File: src/hw/aote_cfg.svh
`ifndef AOTE_CFG_SVH
`define AOTE_CFG_SVH

// Register byte offsets
`define AOTE_OFS_CTRL    6'h00
`define AOTE_OFS_CMD     6'h04
`define AOTE_OFS_DIV     6'h08
`define AOTE_OFS_DLY     6'h0c
`define AOTE_OFS_CNT     6'h10
`define AOTE_OFS_STAT    6'h14
`define AOTE_OFS_SAMPLE  6'h18
`define AOTE_OFS_BUFLEN  6'h1c
`define AOTE_OFS_CHEN    6'h20

// Control fields
`define AOTE_CTRL_MODE_LO   0
`define AOTE_CTRL_MODE_HI   1
`define AOTE_CTRL_REGEN     2
`define AOTE_CTRL_FIFO_ONLY 3
`define AOTE_CTRL_TSRC_LO   4
`define AOTE_CTRL_TSRC_HI   5
`define AOTE_CTRL_TEDGE     6
`define AOTE_CTRL_RETRIG    7
`define AOTE_CTRL_PSRC_LO   8
`define AOTE_CTRL_PSRC_HI   9
`define AOTE_CTRL_PPOL      10
`define AOTE_CTRL_CLK_EXT   11
`define AOTE_CTRL_CLK_EDGE  12
`define AOTE_CTRL_TEXPORT   13
`define AOTE_CTRL_TLINE_LO  14
`define AOTE_CTRL_TLINE_HI  18
`define AOTE_CTRL_PLINE_LO  19
`define AOTE_CTRL_PLINE_HI  23
`define AOTE_CTRL_RST       32'h0000_0004

// Command bits
`define AOTE_CMD_START  0
`define AOTE_CMD_STOP   1
`define AOTE_CMD_UPDATE 2
`define AOTE_CMD_TRIG   3
`define AOTE_CMD_CLEAR  4
`define AOTE_CMD_FLUSH  5

// Reset values
`define AOTE_DIV_RST    16'h0004
`define AOTE_DLY_RST    16'h0002
`define AOTE_CNT_RST    24'h00_0004
`define AOTE_BUFLEN_RST 7'h40
`define AOTE_CHEN_RST   4'hf

// Sizes
`define AOTE_CHANNELS   4
`define AOTE_FIFO_DEPTH 64
`define AOTE_PTR_W      6
`define AOTE_LVL_W      7
`define AOTE_LINES      26
`define AOTE_LINE_ACMP  24
`define AOTE_LINE_SCLK  25
`define AOTE_PFI_N      16

`endif

File: src/hw/aote_pkg.sv
`include "aote_cfg.svh"

package aote_pkg;

  typedef enum logic [3:0] {
    ST_IDLE  = 4'b0001,
    ST_ARMED = 4'b0010,
    ST_DELAY = 4'b0100,
    ST_RUN   = 4'b1000
  } state_e;

  typedef enum logic [1:0] {
    MODE_SW       = 2'h0,
    MODE_SINGLE   = 2'h1,
    MODE_FINITE   = 2'h2,
    MODE_CONT     = 2'h3
  } mode_e;

  typedef enum logic [1:0] {
    SRC_NONE    = 2'h0,
    SRC_SW      = 2'h1,
    SRC_DIGITAL = 2'h2,
    SRC_ANALOG  = 2'h3
  } src_e;

  typedef logic [31:0] word_t;

  typedef struct packed {
    state_e st;
    logic [`AOTE_LINES-1:0] sy1;
    logic [`AOTE_LINES-1:0] sy2;
    logic [`AOTE_LINES-1:0] sy3;
    logic [`AOTE_LINES-1:0] filt;
    logic trig_prev;
    logic sclk_prev;
    word_t ctrl;
    logic [`AOTE_CHANNELS-1:0] chen;
    logic [15:0] div;
    logic [15:0] dly;
    logic [23:0] cnt;
    logic [`AOTE_LVL_W-1:0] buflen;
    logic [15:0] div_cnt;
    logic [15:0] dly_cnt;
    logic [23:0] done_cnt;
    word_t hold;
    logic fresh;
    logic late;
    logic underflow;
    word_t dac_data;
    logic [`AOTE_CHANNELS-1:0] dac_upd;
    logic sclk_out;
    logic trig_pulse;
    logic [`AOTE_FIFO_DEPTH-1:0][31:0] mem;
    logic [`AOTE_PTR_W-1:0] wr_ptr;
    logic [`AOTE_PTR_W-1:0] rd_ptr;
    logic [`AOTE_LVL_W-1:0] level;
    logic loaded;
    logic ack;
    word_t rdata;
  } state_s;

endpackage

File: src/hw/analog_output_timing_engine.sv
// Functional notes
// - Software-timed mode makes exactly one DAC update per software update command.
// - Hardware-timed modes pace updates from an internal or external sample clock.
// - Timed single point flags lateness when a sample clock beats fresh data.
// - Buffered mode fills the FIFO from DMA and pops one sample per clock.
// - Finite mode produces exactly the programmed sample count, then stops clocking.
// - Continuous mode runs with no count limit until a stop command.
// - Host regeneration (default) keeps fetching the host buffer into the FIFO.
// - FIFO-only regeneration loads the buffer once and cycles it; host stays within it.
// - Without regeneration old samples never repeat; an empty FIFO flags underflow.
// - Generation starts on the selected trigger, or on software start if none.
// - Retriggerable mode produces a full burst for every start trigger received while armed.
// - Triggers during a burst are ignored; the engine re-arms after the burst.
// - Digital start detects a chosen edge on terminals or bus lines; software start is a command pulse.
// - Analog start begins on the first rising edge of the comparison event.
// - Exported start trigger is an active-high pulse; terminals default to input.
// - While pause is active no sample updates happen.
// - A sample in progress completes; pause applies from the next sample.
// - With the onboard timebase, generation resumes at once when pause ends.
// - With an outside clock, generation resumes at the first edge after pause ends.
// - Digital pause has programmable polarity and is level sensitive.
// - Analog pause holds sampling while the comparison event is high.
// - Each sample clock updates all enabled channels together; edge is selectable.
// - Internal engine delays first sample clock after trigger, default two ticks.
// - Internal sample clock divides the timebase by a programmable counter.
`include "aote_cfg.svh"

module analog_output_timing_engine (
  input wire logic ref_clk,
  input wire logic rst_n,
  input wire logic clk_en,
  input wire logic [5:0] avs_address,
  input wire logic avs_read,
  input wire logic avs_write,
  input wire logic [3:0] avs_byteenable,
  input wire logic [31:0] avs_writedata,
  output logic [31:0] avs_readdata,
  output logic avs_waitrequest,
  input wire logic dma_valid,
  input wire logic [31:0] dma_data,
  output logic dma_ready,
  input wire logic [`AOTE_PFI_N-1:0] programmable_io_terminal_in,
  output logic [`AOTE_PFI_N-1:0] programmable_io_terminal_out,
  output logic [`AOTE_PFI_N-1:0] programmable_io_terminal_oe,
  input wire logic [7:0] trigger_bus_line,
  input wire logic analog_cmp_event,
  input wire logic ext_sample_clock,
  output logic [31:0] dac_data,
  output logic [`AOTE_CHANNELS-1:0] dac_update,
  output logic gen_sample_clock,
  output logic gen_start_trigger
);

  aote_pkg::state_s q;
  aote_pkg::state_s d;

  aote_pkg::mode_e mode;
  aote_pkg::src_e tsrc;
  aote_pkg::src_e psrc;
  logic acc;
  logic wr_acc;
  logic [31:0] wmask;
  logic [31:0] cmd;
  logic buffered;
  logic fifo_only;
  logic regen;
  logic clk_ext;
  logic [4:0] tline;
  logic [4:0] pline;
  logic trig_lvl;
  logic trig_hit;
  logic pause_lvl;
  logic paused;
  logic sclk_lvl;
  logic tick;
  logic sample_evt;
  logic fifo_empty;
  logic pop;
  logic push;
  logic last;
  logic [31:0] pop_data;
  logic [`AOTE_LINES-1:0] pins;

  assign mode = aote_pkg::mode_e'(q.ctrl[`AOTE_CTRL_MODE_HI:`AOTE_CTRL_MODE_LO]);
  assign tsrc = aote_pkg::src_e'(q.ctrl[`AOTE_CTRL_TSRC_HI:`AOTE_CTRL_TSRC_LO]);
  assign psrc = aote_pkg::src_e'(q.ctrl[`AOTE_CTRL_PSRC_HI:`AOTE_CTRL_PSRC_LO]);
  assign regen = q.ctrl[`AOTE_CTRL_REGEN];
  assign fifo_only = q.ctrl[`AOTE_CTRL_FIFO_ONLY];
  assign clk_ext = q.ctrl[`AOTE_CTRL_CLK_EXT];
  assign tline = q.ctrl[`AOTE_CTRL_TLINE_HI:`AOTE_CTRL_TLINE_LO];
  assign pline = q.ctrl[`AOTE_CTRL_PLINE_HI:`AOTE_CTRL_PLINE_LO];
  assign buffered = (mode == aote_pkg::MODE_FINITE) || (mode == aote_pkg::MODE_CONT);

  // Avalon slave: one wait cycle, then answer
  assign acc = q.ack && (avs_read || avs_write);
  assign wr_acc = acc && avs_write;
  assign avs_waitrequest = (avs_read || avs_write) && !q.ack;
  assign avs_readdata = q.rdata;
  assign wmask = {{8{avs_byteenable[3]}}, {8{avs_byteenable[2]}},
                  {8{avs_byteenable[1]}}, {8{avs_byteenable[0]}}};
  assign cmd = (wr_acc && avs_address == `AOTE_OFS_CMD) ? (avs_writedata & wmask) : 32'h0;

  assign pins = {ext_sample_clock, analog_cmp_event, trigger_bus_line,
                 programmable_io_terminal_in};

  // Start trigger source and edge
  always_comb begin
    trig_lvl = q.filt[tline];
    if (tsrc == aote_pkg::SRC_ANALOG) begin
      trig_lvl = q.filt[`AOTE_LINE_ACMP];
    end
  end

  always_comb begin
    case (tsrc)
      aote_pkg::SRC_SW: trig_hit = cmd[`AOTE_CMD_TRIG];
      aote_pkg::SRC_DIGITAL: trig_hit = q.ctrl[`AOTE_CTRL_TEDGE] ?
          (q.trig_prev && !trig_lvl) : (!q.trig_prev && trig_lvl);
      aote_pkg::SRC_ANALOG: trig_hit = !q.trig_prev && trig_lvl;
      default: trig_hit = 1'b0;
    endcase
  end

  // Pause level
  always_comb begin
    case (psrc)
      aote_pkg::SRC_DIGITAL: pause_lvl = q.filt[pline] == q.ctrl[`AOTE_CTRL_PPOL];
      aote_pkg::SRC_ANALOG: pause_lvl = q.filt[`AOTE_LINE_ACMP];
      default: pause_lvl = 1'b0;
    endcase
  end
  assign paused = pause_lvl && (q.st == aote_pkg::ST_RUN);

  // Sample clock: divided timebase or selected external edge
  assign sclk_lvl = q.filt[`AOTE_LINE_SCLK];
  always_comb begin
    if (clk_ext) begin
      tick = q.ctrl[`AOTE_CTRL_CLK_EDGE] ? (q.sclk_prev && !sclk_lvl) :
             (!q.sclk_prev && sclk_lvl);
    end else begin
      tick = q.div_cnt >= q.div - 16'h0001;
    end
  end
  // Paused outside-clock edges are dropped, so resumption waits for the next edge
  assign sample_evt = (q.st == aote_pkg::ST_RUN) && tick && !paused
                      && mode != aote_pkg::MODE_SW;

  assign fifo_empty = fifo_only ? !q.loaded : (q.level == '0);
  assign pop = sample_evt && buffered && !fifo_empty;
  assign pop_data = q.mem[q.rd_ptr];
  assign dma_ready = buffered && (q.level < `AOTE_LVL_W'(`AOTE_FIFO_DEPTH))
                     && !(fifo_only && q.loaded);
  assign push = dma_valid && dma_ready;
  assign last = (mode == aote_pkg::MODE_FINITE) && (q.done_cnt == q.cnt - 24'h00_0001);

  always_comb begin
    d = q;
    d.sy1 = pins;
    d.sy2 = q.sy1;
    d.sy3 = q.sy2;
    for (int i = 0; i < `AOTE_LINES; i++) begin
      if (q.sy2[i] == q.sy3[i]) begin
        d.filt[i] = q.sy3[i];
      end
    end
    d.trig_prev = trig_lvl;
    d.sclk_prev = sclk_lvl;
    d.dac_upd = '0;
    d.sclk_out = 1'b0;
    d.trig_pulse = 1'b0;

    // Bus
    d.ack = (avs_read || avs_write) && !q.ack;
    if (avs_read && !q.ack) begin
      case (avs_address)
        `AOTE_OFS_CTRL: d.rdata = q.ctrl;
        `AOTE_OFS_DIV: d.rdata = {16'h0, q.div};
        `AOTE_OFS_DLY: d.rdata = {16'h0, q.dly};
        `AOTE_OFS_CNT: d.rdata = {8'h0, q.cnt};
        `AOTE_OFS_STAT: d.rdata = {1'b0, q.done_cnt[15:0], q.level,
                                   q.loaded, q.underflow, q.late, q.fresh, q.st};
        `AOTE_OFS_BUFLEN: d.rdata = {25'h0, q.buflen};
        `AOTE_OFS_CHEN: d.rdata = {28'h0, q.chen};
        default: d.rdata = 32'h0;
      endcase
    end
    if (wr_acc) begin
      case (avs_address)
        `AOTE_OFS_CTRL: d.ctrl = (q.ctrl & ~wmask) | (avs_writedata & wmask);
        `AOTE_OFS_DIV: d.div = (q.div & ~wmask[15:0]) | (avs_writedata[15:0] & wmask[15:0]);
        `AOTE_OFS_DLY: d.dly = (q.dly & ~wmask[15:0]) | (avs_writedata[15:0] & wmask[15:0]);
        `AOTE_OFS_CNT: d.cnt = (q.cnt & ~wmask[23:0]) | (avs_writedata[23:0] & wmask[23:0]);
        `AOTE_OFS_SAMPLE: begin
          d.hold = (q.hold & ~wmask) | (avs_writedata & wmask);
          d.fresh = 1'b1;
        end
        `AOTE_OFS_BUFLEN: begin
          if (avs_byteenable[0]) begin
            d.buflen = avs_writedata[`AOTE_LVL_W-1:0];
          end
        end
        `AOTE_OFS_CHEN: begin
          if (avs_byteenable[0]) begin
            d.chen = avs_writedata[`AOTE_CHANNELS-1:0];
          end
        end
        default: d.ctrl = q.ctrl;
      endcase
    end
    if (cmd[`AOTE_CMD_CLEAR]) begin
      d.late = 1'b0;
      d.underflow = 1'b0;
    end

    // Software-timed update
    if (mode == aote_pkg::MODE_SW && cmd[`AOTE_CMD_UPDATE]) begin
      d.dac_data = d.hold;
      d.dac_upd = q.chen;
      d.fresh = 1'b0;
    end

    // Timebase divider, held while paused
    if (q.st == aote_pkg::ST_RUN && !clk_ext && !paused) begin
      d.div_cnt = tick ? 16'h0 : q.div_cnt + 16'h0001;
    end

    case (q.st)
      aote_pkg::ST_IDLE: begin
        if (cmd[`AOTE_CMD_START] && mode != aote_pkg::MODE_SW) begin
          d.st = aote_pkg::ST_ARMED;
        end
      end
      aote_pkg::ST_ARMED: begin
        if (tsrc == aote_pkg::SRC_NONE || trig_hit) begin
          d.st = clk_ext ? aote_pkg::ST_RUN : aote_pkg::ST_DELAY;
          d.dly_cnt = 16'h0;
          d.div_cnt = 16'h0;
          d.done_cnt = 24'h0;
          d.trig_pulse = 1'b1;
        end
      end
      aote_pkg::ST_DELAY: begin
        d.dly_cnt = q.dly_cnt + 16'h0001;
        if (q.dly_cnt + 16'h0001 >= q.dly) begin
          d.st = aote_pkg::ST_RUN;
          d.div_cnt = q.div - 16'h0001;
        end
      end
      aote_pkg::ST_RUN: begin
        // Start triggers are not looked at here
        if (sample_evt) begin
          d.sclk_out = 1'b1;
          d.done_cnt = q.done_cnt + 24'h00_0001;
          if (mode == aote_pkg::MODE_SINGLE) begin
            if (q.fresh) begin
              d.dac_data = q.hold;
              d.dac_upd = q.chen;
              d.fresh = wr_acc && avs_address == `AOTE_OFS_SAMPLE;
            end else begin
              d.late = 1'b1;
            end
          end else if (pop) begin
            d.dac_data = pop_data;
            d.dac_upd = q.chen;
          end else if (!regen && !fifo_only) begin
            d.underflow = 1'b1;
          end
          if (last) begin
            d.st = q.ctrl[`AOTE_CTRL_RETRIG] ? aote_pkg::ST_ARMED :
                   aote_pkg::ST_IDLE;
          end
        end
      end
      default: d.st = aote_pkg::ST_IDLE;
    endcase
    if (cmd[`AOTE_CMD_STOP]) begin
      d.st = aote_pkg::ST_IDLE;
      d.sclk_out = 1'b0;
      d.dac_upd = (mode == aote_pkg::MODE_SW) ? d.dac_upd : '0;
    end

    // FIFO; in FIFO-only mode the stored buffer is read circularly
    if (pop && !cmd[`AOTE_CMD_STOP]) begin
      if (fifo_only) begin
        d.rd_ptr = (`AOTE_LVL_W'(q.rd_ptr) + 1'b1 >= q.buflen) ? '0 :
                   q.rd_ptr + 1'b1;
      end else begin
        d.rd_ptr = q.rd_ptr + 1'b1;
        d.level = q.level - 1'b1;
      end
    end
    if (push) begin
      d.mem[q.wr_ptr] = dma_data;
      d.wr_ptr = q.wr_ptr + 1'b1;
      d.level = d.level + 1'b1;
      if (fifo_only && q.level + 1'b1 >= q.buflen) begin
        d.loaded = 1'b1;
      end
    end
    if (cmd[`AOTE_CMD_FLUSH]) begin
      d.wr_ptr = '0;
      d.rd_ptr = '0;
      d.level = '0;
      d.loaded = 1'b0;
    end
  end

  always_ff @(posedge ref_clk or negedge rst_n) begin
    if (!rst_n) begin
      q <= '0;
      q.st <= aote_pkg::ST_IDLE;
      q.ctrl <= `AOTE_CTRL_RST;
      q.div <= `AOTE_DIV_RST;
      q.dly <= `AOTE_DLY_RST;
      q.cnt <= `AOTE_CNT_RST;
      q.buflen <= `AOTE_BUFLEN_RST;
      q.chen <= `AOTE_CHEN_RST;
    end else if (clk_en) begin
      q <= d;
    end
  end

  assign dac_data = q.dac_data;
  assign gen_sample_clock = q.sclk_out;
  assign gen_start_trigger = q.trig_pulse;

  genvar g;
  generate
    for (g = 0; g < `AOTE_CHANNELS; g++) begin : g_chan
      assign dac_update[g] = q.dac_upd[g];
    end
    for (g = 0; g < `AOTE_PFI_N; g++) begin : g_pfi
      assign programmable_io_terminal_oe[g] = q.ctrl[`AOTE_CTRL_TEXPORT]
                                              && tline == 5'(g);
      assign programmable_io_terminal_out[g] = q.trig_pulse;
    end
  endgenerate
endmodule // analog_output_timing_engine

File: config.mk
export PLATFORM = sky130hd
export DESIGN_NAME = analog_output_timing_engine
export DESIGN_NICKNAME = d
export VERILOG_FILES = /design/src/hw/aote_pkg.sv /design/src/hw/analog_output_timing_engine.sv
export VERILOG_INCLUDE_DIRS = /design/src /design/src/hw
export SDC_FILE = /design/constraint.sdc
export NUM_CORES = 2
export LEC_CHECK = 0
export ABC_CLOCK_PERIOD_IN_PS = 4650
export BUFFER_PORTS_ARGS = -buffer_cell sky130_fd_sc_hd__buf_4
export CAP_MARGIN = 15
export CORE_ASPECT_RATIO = 2
export CORE_MARGIN = 2
export CORE_UTILIZATION = 50
export CTS_CLUSTER_DIAMETER = 200
export DETAILED_ROUTE_END_ITERATION = 6
export PLACE_DENSITY_LB_ADDON = 0.3
export REMOVE_ABC_BUFFERS = 1
export SLEW_MARGIN = 10
export SYNTH_ARGS = -nofsm -noshare
export SYNTH_HDL_FRONTEND = slang
export SYNTH_SLANG_ARGS = --single-unit
File: constraint.sdc
create_clock -name ref_clk -period 4.65 [get_ports ref_clk]
set_clock_uncertainty 0.2 [all_clocks]
set_input_delay 0.93 -clock ref_clk [delete_from_list [all_inputs] [get_ports ref_clk]]
set_output_delay 0.93 -clock ref_clk [all_outputs]
set_load 0.1 [all_outputs]
# After elaboration in Yosys (flattened, before gate mapping)
# Index checks and enable logic that the tools add are counted.
word_totals:
  register_bits: 2439
  inputBits: 106
  out_inout_bits: 104
classes:
  addsub: 11
  n_lt_le_gt_ge: 10
  eq_ne: 70
  mux: 62
  bitwise_logic: 16
  n_reduce_logical: 112
op_table:
  columns: ["op", "count"]
  rows:
  - ["2048-bit bitwise mux", 1]
  - ["32-bit case mux with 7 select lines", 1]
  - ["32-bit binary-select mux with 6-bit select", 1]
  - ["32-bit demux with 6-bit select", 1]
  - ["36-bit 2-to-1 mux", 4]
  - ["32-bit AND", 3]
  - ["40-bit 2-to-1 mux", 2]
  - ["33-bit 2-to-1 mux", 2]
  - ["32-bit 2-to-1 mux", 2]
  - ["32-bit bitwise OR", 2]
  - ["32-bit case mux with 2 select lines", 1]
  - ["2-bit AND reduction", 30]
  - ["56-bit 2-to-1 mux", 1]
  - ["16-bit AND", 3]
  - ["24-bit AND", 2]
  - ["16-bit 2-to-1 mux", 3]
  - ["24-bit case mux with 2 select lines", 1]
  - ["1-bit logical AND", 45]
  - ["5-bit by 4-bit equality test with 1-bit output (second input constant)", 8]
  - ["16-bit by 1-bit adder with 16-bit output (second input constant)", 2]
  - ["16-bit >= comparator", 2]
  - ["4-bit 2-to-1 mux", 8]
  - ["32-bit NOT", 1]
  - ["16-bit bitwise OR", 2]
  - ["other kinds (55)", 153]

# Longest topological paths before layout
depth:
  depth_word: 16
  ltp_mapped: 21

# Least setup slack after synthesis
# OpenSTA, ideal clock, no wires.
synth_path:
  path_kind: "register -> register"
  from: "register with a tool-made name"
  to: "register q[1014] in the netlist's numbering"
  setup_ns: 0.125
  arrival_ns: 4.758
  t_required_ns: 4.325
  setup_slack_ns: -0.433
  stages_incl_launch_ff: 10
  n_path_buf: 2
  cell_sequence: "dfrtp_1 -> clkbuf_1 -> a211oi_1 -> and2_0 -> nand2_1 -> nor2_1 -> nand3_1 -> nor2_1 -> clkbuf_1 -> mux2_2"
synth_lines:
  columns: ["item", "line_no", "text"]
  rows:
  - ["end: declaration", "analog_output_timing_engine.sv:54", "aote_pkg::state_s q;"]

==> flow_summary.toml <==
[setup_path]
critPathLaunchType = "flip-flop"
critPathKind = "reg2reg"
worst_setup_path_end_kind = "flip-flop"
r2r_end = "q[40]$_DFFE_PN0P_"
worstPathMaxFanout = 9
r2r_slack_ps = 60
r2r_cells = 17
cp.required_ps = 5260
arrival_ps = 5190

[outcome]
status = "finished, final reports clean"

[cts]
cts_buffers = 215
clk_path_buf_depth = 4
clock_sinks = 2439
ctsRootBufferMaster = "clkbuf_16"
htree_levels = 4
cts_tree = "yes"
path_clk_slew_ps = 70
clkLatencyLatePin_ps = 880

[drt]
drt_drc_violations_left = 0
via_per_inst = 6.22
num_vias = 67800
drtAntennaViolNets = 0
wl_um = 315000
firstDrtPassIters = 6
wl_per_cell_um = 28.9
drtIter0Drc = 4779

[logic_synthesis]
syn-cell-area_um2 = 114000
syn_avg_cell_area_um2 = 14.8
synth_warnings = 0
synthArstFlopShare_pct = 100
yosysMostFrequentCell = "dfrtp_1"
netlist_top_cells_count = "dfrtp_1 (2,429), mux2_2 (2,229), mux4_2 (685), clkbuf_1 (477), nand2_1 (258)"
ys.flop_type = "dfrtp_1"
synth_edf_count = 0
synthTopCellsByArea = "dfrtp_1 (53%), mux2_2 (22%), mux4_2 (13%)"
synth_top_area_cell = "dfrtp_1"
ys_seq_elements = 2439
yosysUniqueCellTypes = 83
syn-instance-count = 7745
seq_area_frac_synth_pct = 53.3
yosysTopAreaCellShare_pct = 53.1

[global_routing]
grt_max_degree = 167
gr-usage-all-layers_pct = 27.2
antenna_found_initial = 12
grt_pass1_wl_um = 475000
grt_overflow_total = 0
grt_pass1_vias = 73500

[place]
post_dp_cell_area_um2 = 120000
dpl.hpwl_um = 210000
portBuffers = 209
gp_congestion = 0.968
placed_cells = 10500
dp_slack_ps = -202

[worst_hold_path]
hold_depth = 2
holdPathEnd = "d[2403]$_DFFE_PN0P_"
hp-class = "in2reg"
min_from = "trigger_bus_line[4]"

[floorplanning]
pin_count = 210
dieHeight_um = 681
core_um2 = 228000
rows = 248
die_w_um = 342
die-area_um2 = 233000
start_util_pct = 50.3

[sta]
slew_headroom_pct = 29.4
fmax_ghz = 0.218
fin_ws_ps = 63.5
tightest_slew_ps = 1060
period_needed_ps = 4590
hold_viol = 0
setup-violations-final = 0
rsz0062_at_grt = "true"
fin_crit_sh_pct = 98.6
drv_slew = 0

[power]
p_comb_share_pct = 9.7
vdd_drop_max_v = 0.000282
total_power_mw = 45.1
leakage_nw = 60.6
power_density_nw_per_um2 = 352
p_seq_share_pct = 49.1
power.switching_mw = 11.6
p_int_mw = 33.4
p_sw_share_pct = 25.8
clkPwrFrac_pct = 41.2

[final_layout]
design_area_um2 = 128000
fin_nets = 7880
area.growth.synth_to_final_pct = 11.9
drive_above_1_share_pct = 50.2
fin_util_pct = 56.2
fin_cells = 10900

[run]
cap_violations = 0
## state kept, by name (all words and copies together), names as in the netlist, named ones only
name / count
dac_data: 32
gen_start_trigger: 1
q: 2228
dac_update: 4
d: 53
avs_readdata: 32
gen_sample_clock: 1
## through the flow
stage	setup TNS (ps)	hold WS (ps)
final	0	64.3
after global routing	-242	31.6
after CTS	0	14.2
after detailed placement	-480	266
after global placement	-558	262
after floorplan	-3355540	242
## critical path, cell delays in order (launching register included)
cell     delay (ps)
dfrtp_1         390
buf_12          150
mux2i_1         120
mux4_2          510
a22o_1          240
buf_12          160
o41a_1          390
a21o_1          390
nor4_4          480
buf_4           190
xnor2_1          60
ha_2            180
nand2_2          80
nor3_1           50
mux2_4          290
and3_4          180
o311a_1         340
nor3_2           90
## placed cells by master, fill, tap and decap left out, drive strengths merged, types with 14 or more instances in the layout
| cell | instances |
|---|---|
| nor2 | 188 |
| ha | 57 |
| a22oi | 33 |
| clkbuf | 309 |
| bufinv | 18 |
| xor2 | 26 |
| mux4 | 685 |
| mux2 | 2230 |
| nor3 | 50 |
| xnor2 | 58 |
| a21oi | 94 |
| and3 | 27 |
| mux2i | 70 |
| dfrtp | 2429 |
| a211oi | 14 |
| nor4 | 21 |
| nand2b | 44 |
| a21o | 25 |
| a22o | 15 |
| clkinv | 55 |
| inv | 84 |
| a221oi | 14 |
| nand3 | 61 |
| a31oi | 20 |
| a222oi | 27 |
| nand2 | 258 |
| or3 | 23 |
| o21ai | 236 |
| buf | 540 |
## timing repair
item	in CTS	in global routing
gates resized for setup	10	30
hold endpoints to repair	54	0
cloned	0	0
setup buffers	2	7
pin swaps	5	21
hold buffers	1	0
endpoints found under the setup margin	6	13
## layout make-up
class	count	area, um2
Clock buffer	308	6370
Clock inverter	79	882
Timing Repair Buffer	542	5240
Sequential cell	2439	61100
Fill cell	17800	99700
Antenna cell	11	27.5
Tap cell	3000	3750
Inverter	82	315
Multi-Input combinational cell	4437	50400
## logic make-up (layout without fill, tap and decap cells)
group | count (synthesis) | in the layout | share of synthesized area, %
AO/OA/AOI/OAI | 561 | 561 | 3.09
XOR/XNOR | 84 | 84 | 0.643
adder cells (fa/ha/maj) | 57 | 57 | 0.623
buffers and inverters | 869 | 1011 | 3.16
flip-flops | 2439 | 2439 | 53.3
multiplexers | 2985 | 2985 | 36.0
other | 0 | 11 | 0
AND/OR/NAND/NOR | 750 | 750 | 3.12
## worst max-delay path by stage
stage / endpoint / slack, ps / depth (start not counted)
final: q[40]$_DFFE_PN0P_ / 60 / 17
after global routing: q[40]$_DFFE_PN0P_ / -130 / 23
after CTS: q[40]$_DFFE_PN0P_ / 6 / 23
after detailed placement: q[40]$_DFFE_PN0P_ / -200 / 21
after global placement: q[40]$_DFFE_PN0P_ / -220 / 23
after floorplan: q[41]$_DFFE_PN0P_ / -18000 / 9
## routing by layer
layer | routed length [um] | track usage [%] | share of wire, % | vias up
li1 | - | - | - | 28500
met1 | 113000 | 30.4 | 36 | 36600
met2 | 170000 | 50.0 | 54 | 1911
met3 | 13000 | 3.46 | 4.1 | 781
met4 | 18900 | 14.5 | 6.0 | 8
met5 | 61 | 0 | 0.019 | -
## power groups by stage
stage	logic (mW)	clock network (mW)	registers, mW
finish	4.36	18.6	22.1
global route	4.67	19.8	22.2
CTS	4.30	19.0	22.1
detailed placement	4.27	0	22.5
global placement	4.19	0	22.5
floorplan	1.26	0	23.4
No activity file was read; power rests on OpenSTA's default activity.
